$ cat src/logic/tpts_pkg.sv
package tpts_pkg;
  // Register byte offsets
  localparam int ADDR_W = 8;
  localparam logic [7:0] OFS_CTRL = 8'h00;
  localparam logic [7:0] OFS_FUNC = 8'h04;
  localparam logic [7:0] OFS_ISTAT = 8'h08;
  localparam logic [7:0] OFS_IMASK = 8'h0C;
  localparam logic [7:0] OFS_ICMP = 8'h10;
  localparam logic [7:0] OFS_CMP_BASE = 8'h20;
  localparam logic [2:0] CMP_BLOCK = 3'h1;
  // Field positions
  localparam int CTRL_TSEN = 0;
  localparam int CTRL_SWSEL = 1;
  localparam int CTRL_NCOL_LSB = 4;
  localparam int FUNC_PAD_LSB = 0;
  localparam int FUNC_PREV_FUNCTION_COLUMN_LSB = 4;
  localparam int IRQ_SLICE = 0;
  localparam int IRQ_FRAME = 1;
  // Previous function codes
  localparam logic [2:0] PREV_FUNCTION_COLUMN_TOUCH = 3'h7;
  localparam logic [2:0] PREV_FUNCTION_COLUMN_COL0 = 3'h6;
  // Reset values
  localparam logic [2:0] RST_NCOL = 3'h0;
  localparam logic [2:0] RST_PAD = 3'h0;
  localparam logic [2:0] RST_PREV_FUNCTION_COLUMN = 3'h0;
  localparam logic [1:0] RST_IRQ = 2'h0;
  // Slice timing
  localparam int CLK_PERIOD_NS = 25;
  localparam int SLICE_TIME_NS = 100000;
  localparam int SLICE_CYCLES = SLICE_TIME_NS / CLK_PERIOD_NS;
  // AXI responses
  localparam logic [1:0] RESP_OKAY = 2'h0;
  localparam logic [1:0] RESP_SLVERR = 2'h2;

  typedef struct packed {
    logic [ADDR_W-1:0] addr;
    logic [31:0] data;
    logic [3:0] strb;
  } tpts_wr_s;

  typedef enum logic [2:0] {
    SQ_IDLE = 3'b001,
    SQ_TOUCH = 3'b010,
    SQ_COLUMN = 3'b100
  } tpts_seq_e;
endpackage

$ cat src/logic/tpts_touch_pad_turn_sequencer.sv
// Our own choices: the register offsets and the AXI4-Lite slave port.
module tpts_touch_pad_turn_sequencer import tpts_pkg::*; #(
  parameter int PADS = 8,
  parameter int CMP_W = 8,
  parameter int MAX_COLS = 7,
  parameter int CYCLES = SLICE_CYCLES
) (
  // Clock and reset
  input wire logic clock,
  input wire logic reset_n,
  // AXI4-Lite write
  input wire logic [ADDR_W-1:0] awaddr,
  input wire logic awvalid,
  output logic awready,
  input wire logic [31:0] wdata,
  input wire logic [3:0] wstrb,
  input wire logic wvalid,
  output logic wready,
  output logic [1:0] bresp,
  output logic bvalid,
  input wire logic bready,
  // AXI4-Lite read
  input wire logic [ADDR_W-1:0] araddr,
  input wire logic arvalid,
  output logic arready,
  output logic [31:0] rdata,
  output logic [1:0] rresp,
  output logic rvalid,
  input wire logic rready,
  // Slice outputs
  output logic touchActive,
  output logic columnActive,
  output logic [2:0] activeColumn,
  output logic [2:0] activePad,
  output logic [CMP_W-1:0] internalCompare,
  // Interrupt
  output logic irq
);
  generate
    if (PADS < 2 || PADS > 8 || CMP_W < 1 || CMP_W > 8 || MAX_COLS < 0 || MAX_COLS > 7)
    begin : g_bad
      $error("tpts_touch_pad_turn_sequencer: parameter out of range");
    end
  endgenerate

  localparam logic [2:0] LAST_PAD = 3'(PADS - 1);
  localparam logic [2:0] COL_LIMIT = 3'(MAX_COLS);

  ////////////////////////////////////////////////////////////////////////////
  // Decoding

  function automatic logic isCmp(input logic [ADDR_W-1:0] a);
    isCmp = (a[7:5] == CMP_BLOCK) && ({1'b0, a[4:2]} < 4'(PADS));
  endfunction

  function automatic logic isMapped(input logic [ADDR_W-1:0] a);
    logic [ADDR_W-1:0] w;
    w = {a[7:2], 2'b00};
    isMapped = isCmp(a) || w == OFS_CTRL || w == OFS_FUNC || w == OFS_ISTAT
      || w == OFS_IMASK || w == OFS_ICMP;
  endfunction

  ////////////////////////////////////////////////////////////////////////////
  // Bus slave

  tpts_wr_s wrReq;
  logic wrValid;
  logic [ADDR_W-1:0] rdAddr;
  logic [31:0] rdData;
  logic wrErr;
  logic rdErr;

  tpts_axil_slave u_bus (
    .clock(clock),
    .reset_n(reset_n),
    .awaddr(awaddr),
    .awvalid(awvalid),
    .awready(awready),
    .wdata(wdata),
    .wstrb(wstrb),
    .wvalid(wvalid),
    .wready(wready),
    .bresp(bresp),
    .bvalid(bvalid),
    .bready(bready),
    .araddr(araddr),
    .arvalid(arvalid),
    .arready(arready),
    .rdata(rdata),
    .rresp(rresp),
    .rvalid(rvalid),
    .rready(rready),
    .wrReq(wrReq),
    .wrValid(wrValid),
    .wrErr(wrErr),
    .rdAddr(rdAddr),
    .rdData(rdData),
    .rdErr(rdErr)
  );

  logic wrLow;
  logic [ADDR_W-1:0] wrWord;
  assign wrErr = !isMapped(wrReq.addr);
  assign rdErr = !isMapped(rdAddr);
  assign wrLow = wrValid && wrReq.strb[0];
  assign wrWord = {wrReq.addr[7:2], 2'b00};

  ////////////////////////////////////////////////////////////////////////////
  // Control registers

  logic tsEn_q;
  logic swSel_q;
  logic [2:0] numCols_q;
  logic [CMP_W-1:0] cmp_q [PADS];
  logic [1:0] imask_q;

  always_ff @(posedge clock or negedge reset_n) begin
    if (!reset_n) begin
      tsEn_q <= 1'b0;
      swSel_q <= 1'b0;
      numCols_q <= RST_NCOL;
      imask_q <= RST_IRQ;
    end else if (wrLow && wrWord == OFS_CTRL) begin
      tsEn_q <= wrReq.data[CTRL_TSEN];
      swSel_q <= wrReq.data[CTRL_SWSEL];
      numCols_q <= (wrReq.data[CTRL_NCOL_LSB +: 3] > COL_LIMIT) ? COL_LIMIT
        : wrReq.data[CTRL_NCOL_LSB +: 3];
    end else if (wrLow && wrWord == OFS_IMASK) begin
      imask_q <= wrReq.data[1:0];
    end
  end

  // Compare value per pad
  generate
    for (genvar i = 0; i < PADS; i++) begin : g_cmp
      always_ff @(posedge clock or negedge reset_n) begin
        if (!reset_n) begin
          cmp_q[i] <= '0;
        end else if (wrLow && isCmp(wrReq.addr) && wrReq.addr[4:2] == 3'(i)) begin
          cmp_q[i] <= wrReq.data[CMP_W-1:0];
        end
      end
    end
  endgenerate

  ////////////////////////////////////////////////////////////////////////////
  // Slice sequencer

  tpts_seq_e state_q;
  tpts_seq_e stateD;
  logic [2:0] col_q;
  logic [2:0] colD;
  logic sliceEnd;
  logic frameEnd;
  logic enterTouch;

  tpts_slice_timer #(
    .CYCLES(CYCLES)
  ) u_timer (
    .clock(clock),
    .reset_n(reset_n),
    .run(state_q != SQ_IDLE),
    .sliceEnd(sliceEnd)
  );

  // Frame: touch slice, then LED columns 0..n-1
  always_comb begin
    stateD = state_q;
    colD = col_q;
    frameEnd = 1'b0;
    case (state_q)
      SQ_IDLE: begin
        if (tsEn_q) begin
          stateD = SQ_TOUCH;
        end else if (numCols_q != 3'h0) begin
          stateD = SQ_COLUMN;
          colD = 3'h0;
        end
      end
      SQ_TOUCH: begin
        if (sliceEnd) begin
          if (numCols_q != 3'h0) begin
            stateD = SQ_COLUMN;
            colD = 3'h0;
          end else begin
            frameEnd = 1'b1;
            if (!tsEn_q) begin
              stateD = SQ_IDLE;
            end
          end
        end
      end
      SQ_COLUMN: begin
        if (sliceEnd) begin
          if ({1'b0, col_q} + 4'h1 < {1'b0, numCols_q}) begin
            colD = col_q + 3'h1;
          end else begin
            frameEnd = 1'b1;
            colD = 3'h0;
            if (tsEn_q) begin
              stateD = SQ_TOUCH;
            end else if (numCols_q == 3'h0) begin
              stateD = SQ_IDLE;
            end
          end
        end
      end
      default: begin
        stateD = SQ_IDLE;
      end
    endcase
    enterTouch = (stateD == SQ_TOUCH) && (state_q != SQ_TOUCH || sliceEnd);
  end

  always_ff @(posedge clock or negedge reset_n) begin
    if (!reset_n) begin
      state_q <= SQ_IDLE;
      col_q <= 3'h0;
    end else begin
      state_q <= stateD;
      col_q <= colD;
    end
  end

  ////////////////////////////////////////////////////////////////////////////
  // Pad turn tracking

  logic [2:0] padTurn_q;
  logic pending_q;
  logic hwMode;
  logic [2:0] prevFn_q;
  logic [CMP_W-1:0] intCmp_q;

  assign hwMode = tsEn_q && !swSel_q;

  // Update deferred to the end of the slice after touch-sense
  always_ff @(posedge clock or negedge reset_n) begin
    if (!reset_n) begin
      padTurn_q <= RST_PAD;
      pending_q <= 1'b0;
    end else if (!hwMode) begin
      pending_q <= 1'b0;
      if (swSel_q && wrLow && wrWord == OFS_FUNC) begin
        padTurn_q <= wrReq.data[FUNC_PAD_LSB +: 3] > LAST_PAD ? RST_PAD
          : wrReq.data[FUNC_PAD_LSB +: 3];
      end
    end else if (sliceEnd) begin
      pending_q <= (state_q == SQ_TOUCH);
      if (pending_q) begin
        padTurn_q <= (padTurn_q == LAST_PAD) ? 3'h0 : padTurn_q + 3'h1;
      end
    end
  end

  // Previous slice function code
  always_ff @(posedge clock or negedge reset_n) begin
    if (!reset_n) begin
      prevFn_q <= RST_PREV_FUNCTION_COLUMN;
    end else if (sliceEnd) begin
      prevFn_q <= (state_q == SQ_TOUCH) ? PREV_FUNCTION_COLUMN_TOUCH : PREV_FUNCTION_COLUMN_COL0 - col_q;
    end
  end

  // Loaded with the index as it stands at slice start
  always_ff @(posedge clock or negedge reset_n) begin
    if (!reset_n) begin
      intCmp_q <= '0;
    end else if (enterTouch) begin
      intCmp_q <= cmp_q[padTurn_q];
    end
  end

  ////////////////////////////////////////////////////////////////////////////
  // Interrupts

  logic [1:0] istat_q;
  logic [1:0] events;
  logic [1:0] clearBits;

  assign events = {frameEnd, sliceEnd};
  assign clearBits = (wrLow && wrWord == OFS_ISTAT) ? wrReq.data[1:0] : 2'h0;

  // Set wins over a simultaneous clear
  always_ff @(posedge clock or negedge reset_n) begin
    if (!reset_n) begin
      istat_q <= RST_IRQ;
    end else begin
      istat_q <= (istat_q & ~clearBits) | events;
    end
  end

  always_ff @(posedge clock or negedge reset_n) begin
    if (!reset_n) begin
      irq <= 1'b0;
    end else begin
      irq <= |((istat_q & ~clearBits | events) & imask_q);
    end
  end

  ////////////////////////////////////////////////////////////////////////////
  // Read data

  always_comb begin
    rdData = 32'h00000000;
    if (isCmp(rdAddr)) begin
      rdData[CMP_W-1:0] = cmp_q[rdAddr[4:2]];
    end else begin
      case ({rdAddr[7:2], 2'b00})
        OFS_CTRL: begin
          rdData[CTRL_TSEN] = tsEn_q;
          rdData[CTRL_SWSEL] = swSel_q;
          rdData[CTRL_NCOL_LSB +: 3] = numCols_q;
        end
        OFS_FUNC: begin
          rdData[FUNC_PAD_LSB +: 3] = padTurn_q;
          rdData[FUNC_PREV_FUNCTION_COLUMN_LSB +: 3] = prevFn_q;
        end
        OFS_ISTAT: rdData[1:0] = istat_q;
        OFS_IMASK: rdData[1:0] = imask_q;
        OFS_ICMP: rdData[CMP_W-1:0] = intCmp_q;
        default: rdData = 32'h00000000;
      endcase
    end
  end

  ////////////////////////////////////////////////////////////////////////////
  // Slice outputs

  always_ff @(posedge clock or negedge reset_n) begin
    if (!reset_n) begin
      touchActive <= 1'b0;
      columnActive <= 1'b0;
      activeColumn <= 3'h0;
      activePad <= RST_PAD;
    end else begin
      touchActive <= (state_q == SQ_TOUCH);
      columnActive <= (state_q == SQ_COLUMN);
      activeColumn <= col_q;
      activePad <= padTurn_q;
    end
  end

  assign internalCompare = intCmp_q;
endmodule

$ cat src/logic/tpts_slice_timer.sv
module tpts_slice_timer import tpts_pkg::*; #(
  parameter int CYCLES = SLICE_CYCLES
) (
  // Clock and reset
  input wire logic clock,
  input wire logic reset_n,
  // Control and event
  input wire logic run,
  output logic sliceEnd
);
  generate
    if (CYCLES < 2 || CYCLES > 65535) begin : g_bad
      $error("tpts_slice_timer: CYCLES out of range");
    end
  endgenerate

  localparam logic [15:0] LAST = 16'(CYCLES - 1);
  logic [15:0] count_q;

  always_ff @(posedge clock or negedge reset_n) begin
    if (!reset_n) begin
      count_q <= 16'h0000;
      sliceEnd <= 1'b0;
    end else if (!run) begin
      count_q <= 16'h0000;
      sliceEnd <= 1'b0;
    end else if (count_q == LAST) begin
      count_q <= 16'h0000;
      sliceEnd <= 1'b1;
    end else begin
      count_q <= count_q + 16'h0001;
      sliceEnd <= 1'b0;
    end
  end
endmodule

$ cat src/logic/tpts_axil_slave.sv
module tpts_axil_slave import tpts_pkg::*; (
  // Clock and reset
  input wire logic clock,
  input wire logic reset_n,
  // AXI4-Lite
  input wire logic [ADDR_W-1:0] awaddr,
  input wire logic awvalid,
  output logic awready,
  input wire logic [31:0] wdata,
  input wire logic [3:0] wstrb,
  input wire logic wvalid,
  output logic wready,
  output logic [1:0] bresp,
  output logic bvalid,
  input wire logic bready,
  input wire logic [ADDR_W-1:0] araddr,
  input wire logic arvalid,
  output logic arready,
  output logic [31:0] rdata,
  output logic [1:0] rresp,
  output logic rvalid,
  input wire logic rready,
  // Register side
  output tpts_wr_s wrReq,
  output logic wrValid,
  input wire logic wrErr,
  output logic [ADDR_W-1:0] rdAddr,
  input wire logic [31:0] rdData,
  input wire logic rdErr
);
  logic awHeld_q;
  logic wHeld_q;

  assign awready = !awHeld_q && !bvalid;
  assign wready = !wHeld_q && !bvalid;
  assign wrValid = awHeld_q && wHeld_q && !bvalid;
  assign arready = !rvalid;
  assign rdAddr = araddr;

  // Write address and data, taken in either order
  always_ff @(posedge clock or negedge reset_n) begin
    if (!reset_n) begin
      awHeld_q <= 1'b0;
      wHeld_q <= 1'b0;
      wrReq <= '0;
    end else if (wrValid) begin
      awHeld_q <= 1'b0;
      wHeld_q <= 1'b0;
    end else begin
      if (awvalid && awready) begin
        awHeld_q <= 1'b1;
        wrReq.addr <= awaddr;
      end
      if (wvalid && wready) begin
        wHeld_q <= 1'b1;
        wrReq.data <= wdata;
        wrReq.strb <= wstrb;
      end
    end
  end

  always_ff @(posedge clock or negedge reset_n) begin
    if (!reset_n) begin
      bvalid <= 1'b0;
      bresp <= RESP_OKAY;
    end else if (wrValid) begin
      bvalid <= 1'b1;
      bresp <= wrErr ? RESP_SLVERR : RESP_OKAY;
    end else if (bready) begin
      bvalid <= 1'b0;
    end
  end

  always_ff @(posedge clock or negedge reset_n) begin
    if (!reset_n) begin
      rvalid <= 1'b0;
      rdata <= 32'h00000000;
      rresp <= RESP_OKAY;
    end else if (arvalid && arready) begin
      rvalid <= 1'b1;
      rdata <= rdData;
      rresp <= rdErr ? RESP_SLVERR : RESP_OKAY;
    end else if (rready) begin
      rvalid <= 1'b0;
    end
  end
endmodule

$ cat config.mk
export PLATFORM = sky130hd
export DESIGN_NAME = tpts_touch_pad_turn_sequencer
export DESIGN_NICKNAME = d
export VERILOG_FILES = /design/src/logic/tpts_pkg.sv /design/src/logic/tpts_touch_pad_turn_sequencer.sv /design/src/logic/tpts_slice_timer.sv /design/src/logic/tpts_axil_slave.sv
export SDC_FILE = /design/constraint.sdc
export NUM_CORES = 1
export LEC_CHECK = 0
export BUFFER_PORTS_ARGS = -buffer_cell sky130_fd_sc_hd__buf_2
export CAP_MARGIN = 20
export CORE_ASPECT_RATIO = 1.4
export CORE_MARGIN = 2
export CORE_UTILIZATION = 47
export CTS_CLUSTER_DIAMETER = 30
export DETAILED_ROUTE_END_ITERATION = 16
export HOLD_SLACK_MARGIN = 0.08
export PLACE_DENSITY = 0.65
export SKIP_CTS_REPAIR_TIMING = 1
export SLEW_MARGIN = 20
export SYNTH_ARGS = -nofsm -noshare
export SYNTH_HDL_FRONTEND = slang
export SYNTH_SLANG_ARGS = --single-unit
$ cat constraint.sdc
create_clock -name clock -period 2.9 [get_ports clock]
set_input_delay 0.58 -clock clock [delete_from_list [all_inputs] [get_ports clock]]
set_output_delay 0.58 -clock clock [all_outputs]
set_load 0.05 [all_outputs]
== Word level (Yosys, flattened, before mapping) ==
Cells that the tools add are included.
Operators by class
  $add $sub $neg: 5
  $lt $le $gt $ge: 5
  equal/unequal tests: 30
  multiplexer cells: 58
  bitwise operators: 8
  reduce and logical (&&, ||, !) cells: 58
Operator list (count)
  $mux W3: 22
  $bmux W8 S3: 2
  $mux W8: 5
  $mux W16: 2
  $pmux W3 S3: 3
  $eq A6 B2 Y1 const B: 4
  $logic_and A1 B1 Y1: 24
  $eq A3 B3 Y1 const B: 6
  $mux W1: 18
  $add A16 B1 Y16 const B: 1
  $eq A16 B12 Y1 const B: 1
  $eq A3 B1 Y1 const B: 4
  $eq A3 B2 Y1 const B: 4
  $eq A6 B1 Y1 const B: 2
  $eq A6 B3 Y1 const B: 2
  $logic_not A6 Y1: 2
  $logic_or A1 B1 Y1: 11
  $pmux W2 S5: 1
  $reduce_bool A2 Y1: 5
  $ge A4 B4 Y1 const B: 2
  $logic_not A8 Y1: 1
  $not A3 Y4: 2
  $add A3 B1 Y3 const B: 2
  $gt A3 B3 Y1 const B: 2
  other kinds (20): 36
Storage, ports and cells
  register bits: 153
  input port bits: 59
  output and inout bits: 58
  word-level logic and storage cells: 200

== Depth between registers and ports, before layout ==
  word-level depth: 10
  depth in mapped cells: 8

== Modules after synthesis ==
From an unflattened synthesis, not the netlist that was laid out.
Second synthesis, totals
  cells, all modules: 680
  area, all modules: 9532.9 µm²
Modules (own cells, without submodules)
  tpts_touch_pad_turn_sequencer: instances 1, cells an instance 402, area an instance 5367.6 µm², seq. area each 2578.7 µm²
  tpts_axil_slave: instances 1, cells an instance 195, area an instance 3325.7 µm², seq. area each 2052.0 µm²
  tpts_slice_timer: instances 1, cells an instance 83, area an instance 839.6 µm², seq. area each 425.4 µm²

== Worst setup path before layout ==
OpenSTA, ideal clock, no wires.
  path type: register to register
  start: register col_q[0]
  end: register intCmp_q[0] (netlist: internalCompare[0])
  setup time: 125 ps
  data arrival time: 2234 ps
  slack: 542 ps
  stages on the path, launching flop included: 9
  clock period less this slack: 2358 ps
  path through: dfrtp_1 > ha_1 > xor2_1 > ha_1 > o21ai_0 > o21ai_0 > nand4_1 > nand3_2 > mux2_2
Between the ends
  word-level cells in the longest chain between the ends: 7
RTL lines
  start, declared: line tpts_touch_pad_turn_sequencer.sv:151  | logic [2:0] col_q;
  start signal, assigned: line tpts_touch_pad_turn_sequencer.sv:221  | col_q <= colD;
  $add A3 B1 Y4: line tpts_touch_pad_turn_sequencer.sv:195  | if ({1'b0, col_q} + 4'h1 < {1'b0, numCols_q}) begin
  $lt A4 B3 Y1: line tpts_touch_pad_turn_sequencer.sv:195
  $mux W3: line tpts_touch_pad_turn_sequencer.sv:195
  $mux W3: line tpts_touch_pad_turn_sequencer.sv:194  | if (sliceEnd) begin
  $pmux W3 S3: line tpts_touch_pad_turn_sequencer.sv:171  | case (state_q)
  $eq A3 B2 Y1: line tpts_touch_pad_turn_sequencer.sv:212  | enterTouch = (stateD == SQ_TOUCH) && (state_q != SQ_TOUCH || sliceEnd);
  $logic_and A1 B1 Y1: line tpts_touch_pad_turn_sequencer.sv:212
  end signal, assigned: line tpts_touch_pad_turn_sequencer.sv:269  | intCmp_q <= cmp_q[padTurn_q];
  end, declared: line tpts_touch_pad_turn_sequencer.sv:232  | logic [CMP_W-1:0] intCmp_q;
No other way between the ends.
A chain may end at the register's enable or synchronous reset.

== Worst setup path after layout ==
  start: register col_q[0]
  end: register intCmp_q[6] (netlist: internalCompare[6])
Same word-level chain as after synthesis.

==> metrics.md <==
| Metric | Value |
|---|---|
| Outcome | complete, no violations |
| Maximum root-to-sink buffer count | 2 |
| Worst IR Drop VDD | 522 uV |
| Mapped Avg Cell Area | approximately 13 sq um |
| Share of cells above drive strength 1 | 0.391 |
| Mapped cell area | approximately 7400 sq um |
| CP max-delay cell | dfrtp_1 |
| Minimum clock period | between 2 and 2.5 ns |
| Power Dens Cells | 894 nW/um^2 |
| Post-DRT Antenna Nets | 0 |
| Die Height | 153 um |
| DR iter-0 viols | 210 |
| Post-Route WL | 16.3 mm |
| Fin nets | 697 |
| Core outline area | 15500 sq um |
| Final setup fails | 0 |
| Die Wd | around 110 um |
| Max-cap violation count | 0 |
| Initial antenna violation count | 0 |
| Critical Path End Type | flip-flop |
| Async S/R FF share, synth | 1.00 |
| Clk slew on worst S/H paths | about 0.06 ns |
| Clock latency on the worst-skew pair | 0.42 ns |
| DR vias | 4799 |
| CP delay by family, top | adder cells |
| Clk sinks | 149 |
| Fmax | around 0.4 GHz |
| Std-Cell Rows | 54 |
| CTS buffer count | 17 |
| Distinct cell type count after synthesis | 58 |
| Final setup skew | around 0.0076 ns |
| Crit-path cells | ha_1, xor2_1, ha_1, o21ai_0, o21ai_0, buf_4, nand4_1, nand3_2, mux2_2 |
| Largest net degree at the start of global routing | 70 |
| Final max-slew violation count | 0 |
| Headroom to the max-slew limit | 0.431 |
| Worst Hold Slack | 0.161 ns |
| Worst Slack Setup Final | 0.406 ns |
| Slowest Stage Delay on Critical Path | 0.44 ns |
| Fillcell total | 1334 |
| Hold WC Path Type | in -> async |
| Post-DP HPWL | 11.5 mm |
| CTS H-tree lvls | 4 |
| # port buffers | 59 |
| Post-synth top flop | dfrtp_1 |
| Worst-margin pin slew | 0.851 ns |
| CP arrival | 2.80 ns |
| Initial core utilization | 0.479 |
| Setup_tns | 0 ns |
| Lkg Pwr | 3.93 nW |
| Synth Instances | between 500 and 600 |
| Crit path launch type | flip-flop |
| Leading cell type in the layout, fill and taps excluded | dfrtp_1 |
| Die Area | 16900 sq um |
| Kind of critical path | reg -> reg |
| Crit Path Max Fanout | 8 |
| Tcrit/Tclk final | 0.860 |
| Final Hold Viols | 0 |
| CP Buf/Inv Count | 1 |
| Most frequent cells in the layout | 148 x dfrtp_1, 114 x mux2_2, 58 x buf_2 |
| CTS tree | yes |
| DRC Markers | 0 |
| Gr ovfl total | 0 |
| Yosys reg bits | about 150 |
| Reg2Reg Setup Slack | 0.41 ns |
| Drt first pass iters | 5 |
| Vias in the first global route | 4980 |
| Drt wl/cell | 19.5 um |
| Post-synth EDFFs | 0 |
| I/O pin total | 117 |
| CTS Root Cell | clkbuf_16 |
| GP Congestion | 0.795 |
| First-pass GRT wire length | around 26 mm |
| Antenna Cells | 0 |
| Area grow syn2layout | 12.8% |
| Pre-CTS WS | 0.364 ns |
| Gr usage total | 0.209 |
| Worst EP required | roughly 3.2 ns |
| RSZ-0062 raised after global routing | false |
| Seq/Total Area, Yosys | 0.501 |
| Via density | approximately 5.7 |
| Synthesis warning total | 0 |
| Tot Pwr | 7.51 mW |
-- report_power, final --
part	switching, mW	leakage (nW)	internal [mW]
sequential	0.610	2.01	2.63
clock	0.801	0.261	1.29
combinational	1.14	1.66	1.04
total	2.55	3.93	4.95
-- flip-flops by register name (all words and copies together) (netlist names), 2 cells and up --
| name | flops |
|---|---|
| u_bus.rdata | 8 |
| activePad | 3 |
| prevFn_q | 3 |
| u_timer.count_q | 16 |
| state_q | 3 |
| internalCompare | 8 |
| activeColumn | 3 |
| u_bus.wrReq | 15 |
| numCols_q | 3 |
| col_q | 3 |
| cmp_q | 64 |
| padTurn_q | 3 |
| istat_q | 2 |
| imask_q | 2 |
-- area by class of cell --
class	count	area, sq um	share of cell area
tap	196	245	0.0292
inverter	11	41.3	0.00492
sequential	149	3730	0.444
clock buffer	23	468	0.0557
multi-input combinational	385	3440	0.410
clock inverter	4	76.3	0.00909
timing repair buffer	68	394	0.0469
-- synthesized netlist by cell type (7+ instances only) --
| cell | instances | area share |
|---|---|---|
| xor2_1 | 10 | 0.012 |
| dfrtp_1 | 148 | 0.50 |
| buf_1 | 7 | 0.0035 |
| nor2_1 | 43 | 0.022 |
| o21ai_0 | 15 | 0.010 |
| nand3_1 | 12 | 0.0081 |
| buf_4 | 27 | 0.027 |
| clkbuf_1 | 14 | 0.0071 |
| nand2_1 | 27 | 0.014 |
| mux4_2 | 32 | 0.097 |
| inv_1 | 11 | 0.0055 |
| mux2_2 | 114 | 0.17 |
-- final timing paths --
| path | start | to | depth (start not counted) |
|---|---|---|---|
| min | reset_n | cmp_q[63]$_DFFE_PN0P_ | 1 |
| max in group asynchronous | reset_n | state_q[0]$_DFF_PN1_ | 2 |
| min reg2reg | col_q[1]$_DFFE_PN0P_ | activeColumn[1]$_DFF_PN0_ | 0 |
| min in group clock | bready | u_bus.bvalid$_DFFE_PN0P_ | 2 |
| max | col_q[0]$_DFFE_PN0P_ | internalCompare[6]$_DFFE_PN0P_ | 9 |
| max reg2reg | col_q[0]$_DFFE_PN0P_ | internalCompare[6]$_DFFE_PN0P_ | 9 |
-- logic make-up (layout without fill, tap and decap cells) --
kind of cell               Yosys count  in the layout  share of synthesized area
DFF                                149            149                      0.501
and+or+nand+nor                    136            136                     0.0991
AOI/OAI and AO/OA                   51             51                     0.0465
muxes                              150            150                      0.275
buffers and inverters               67            106                     0.0496
xor gates and xnor gates            16             16                     0.0188
other                                1             26                   0.000504
adders and majority gates            6              6                     0.0101
-- per-layer routing --
| layer | vias up | routed length, um | GRT usage |
|---|---|---|---|
| li1 | 2164 | - | - |
| met1 | 2479 | 6640 | 0.254 |
| met2 | 131 | 8730 | 0.356 |
| met3 | 25 | 631 | 0.0469 |
| met4 | 0 | 338 | 0.0827 |
| met5 | - | 0 | 0 |
-- metrics by stage --
step           instance area, sq um  std cells  utilization
2_1_floorplan                  7540        601            -
5_1_grt                        8400        836        0.540
3_5_place_dp                   7850        809        0.505
3_3_place_gp                   7850        809        0.505
4_1_cts                        8400        836        0.540
6_report                       8400        836        0.540
-- worst reg2reg max path: cells and delay by family, from the launching register on --
kind                     cells  cell delay [ns]
adder cells (fa/ha/maj)      2             0.54
AND/OR/NAND/NOR              2             0.49
flip-flops                   1             0.44
multiplexers                 1             0.38
AO/OA/AOI/OAI                2             0.20
XOR/XNOR                     1             0.17
buffers and inverters        1             0.16
Power figures use the tool's default switching activity.
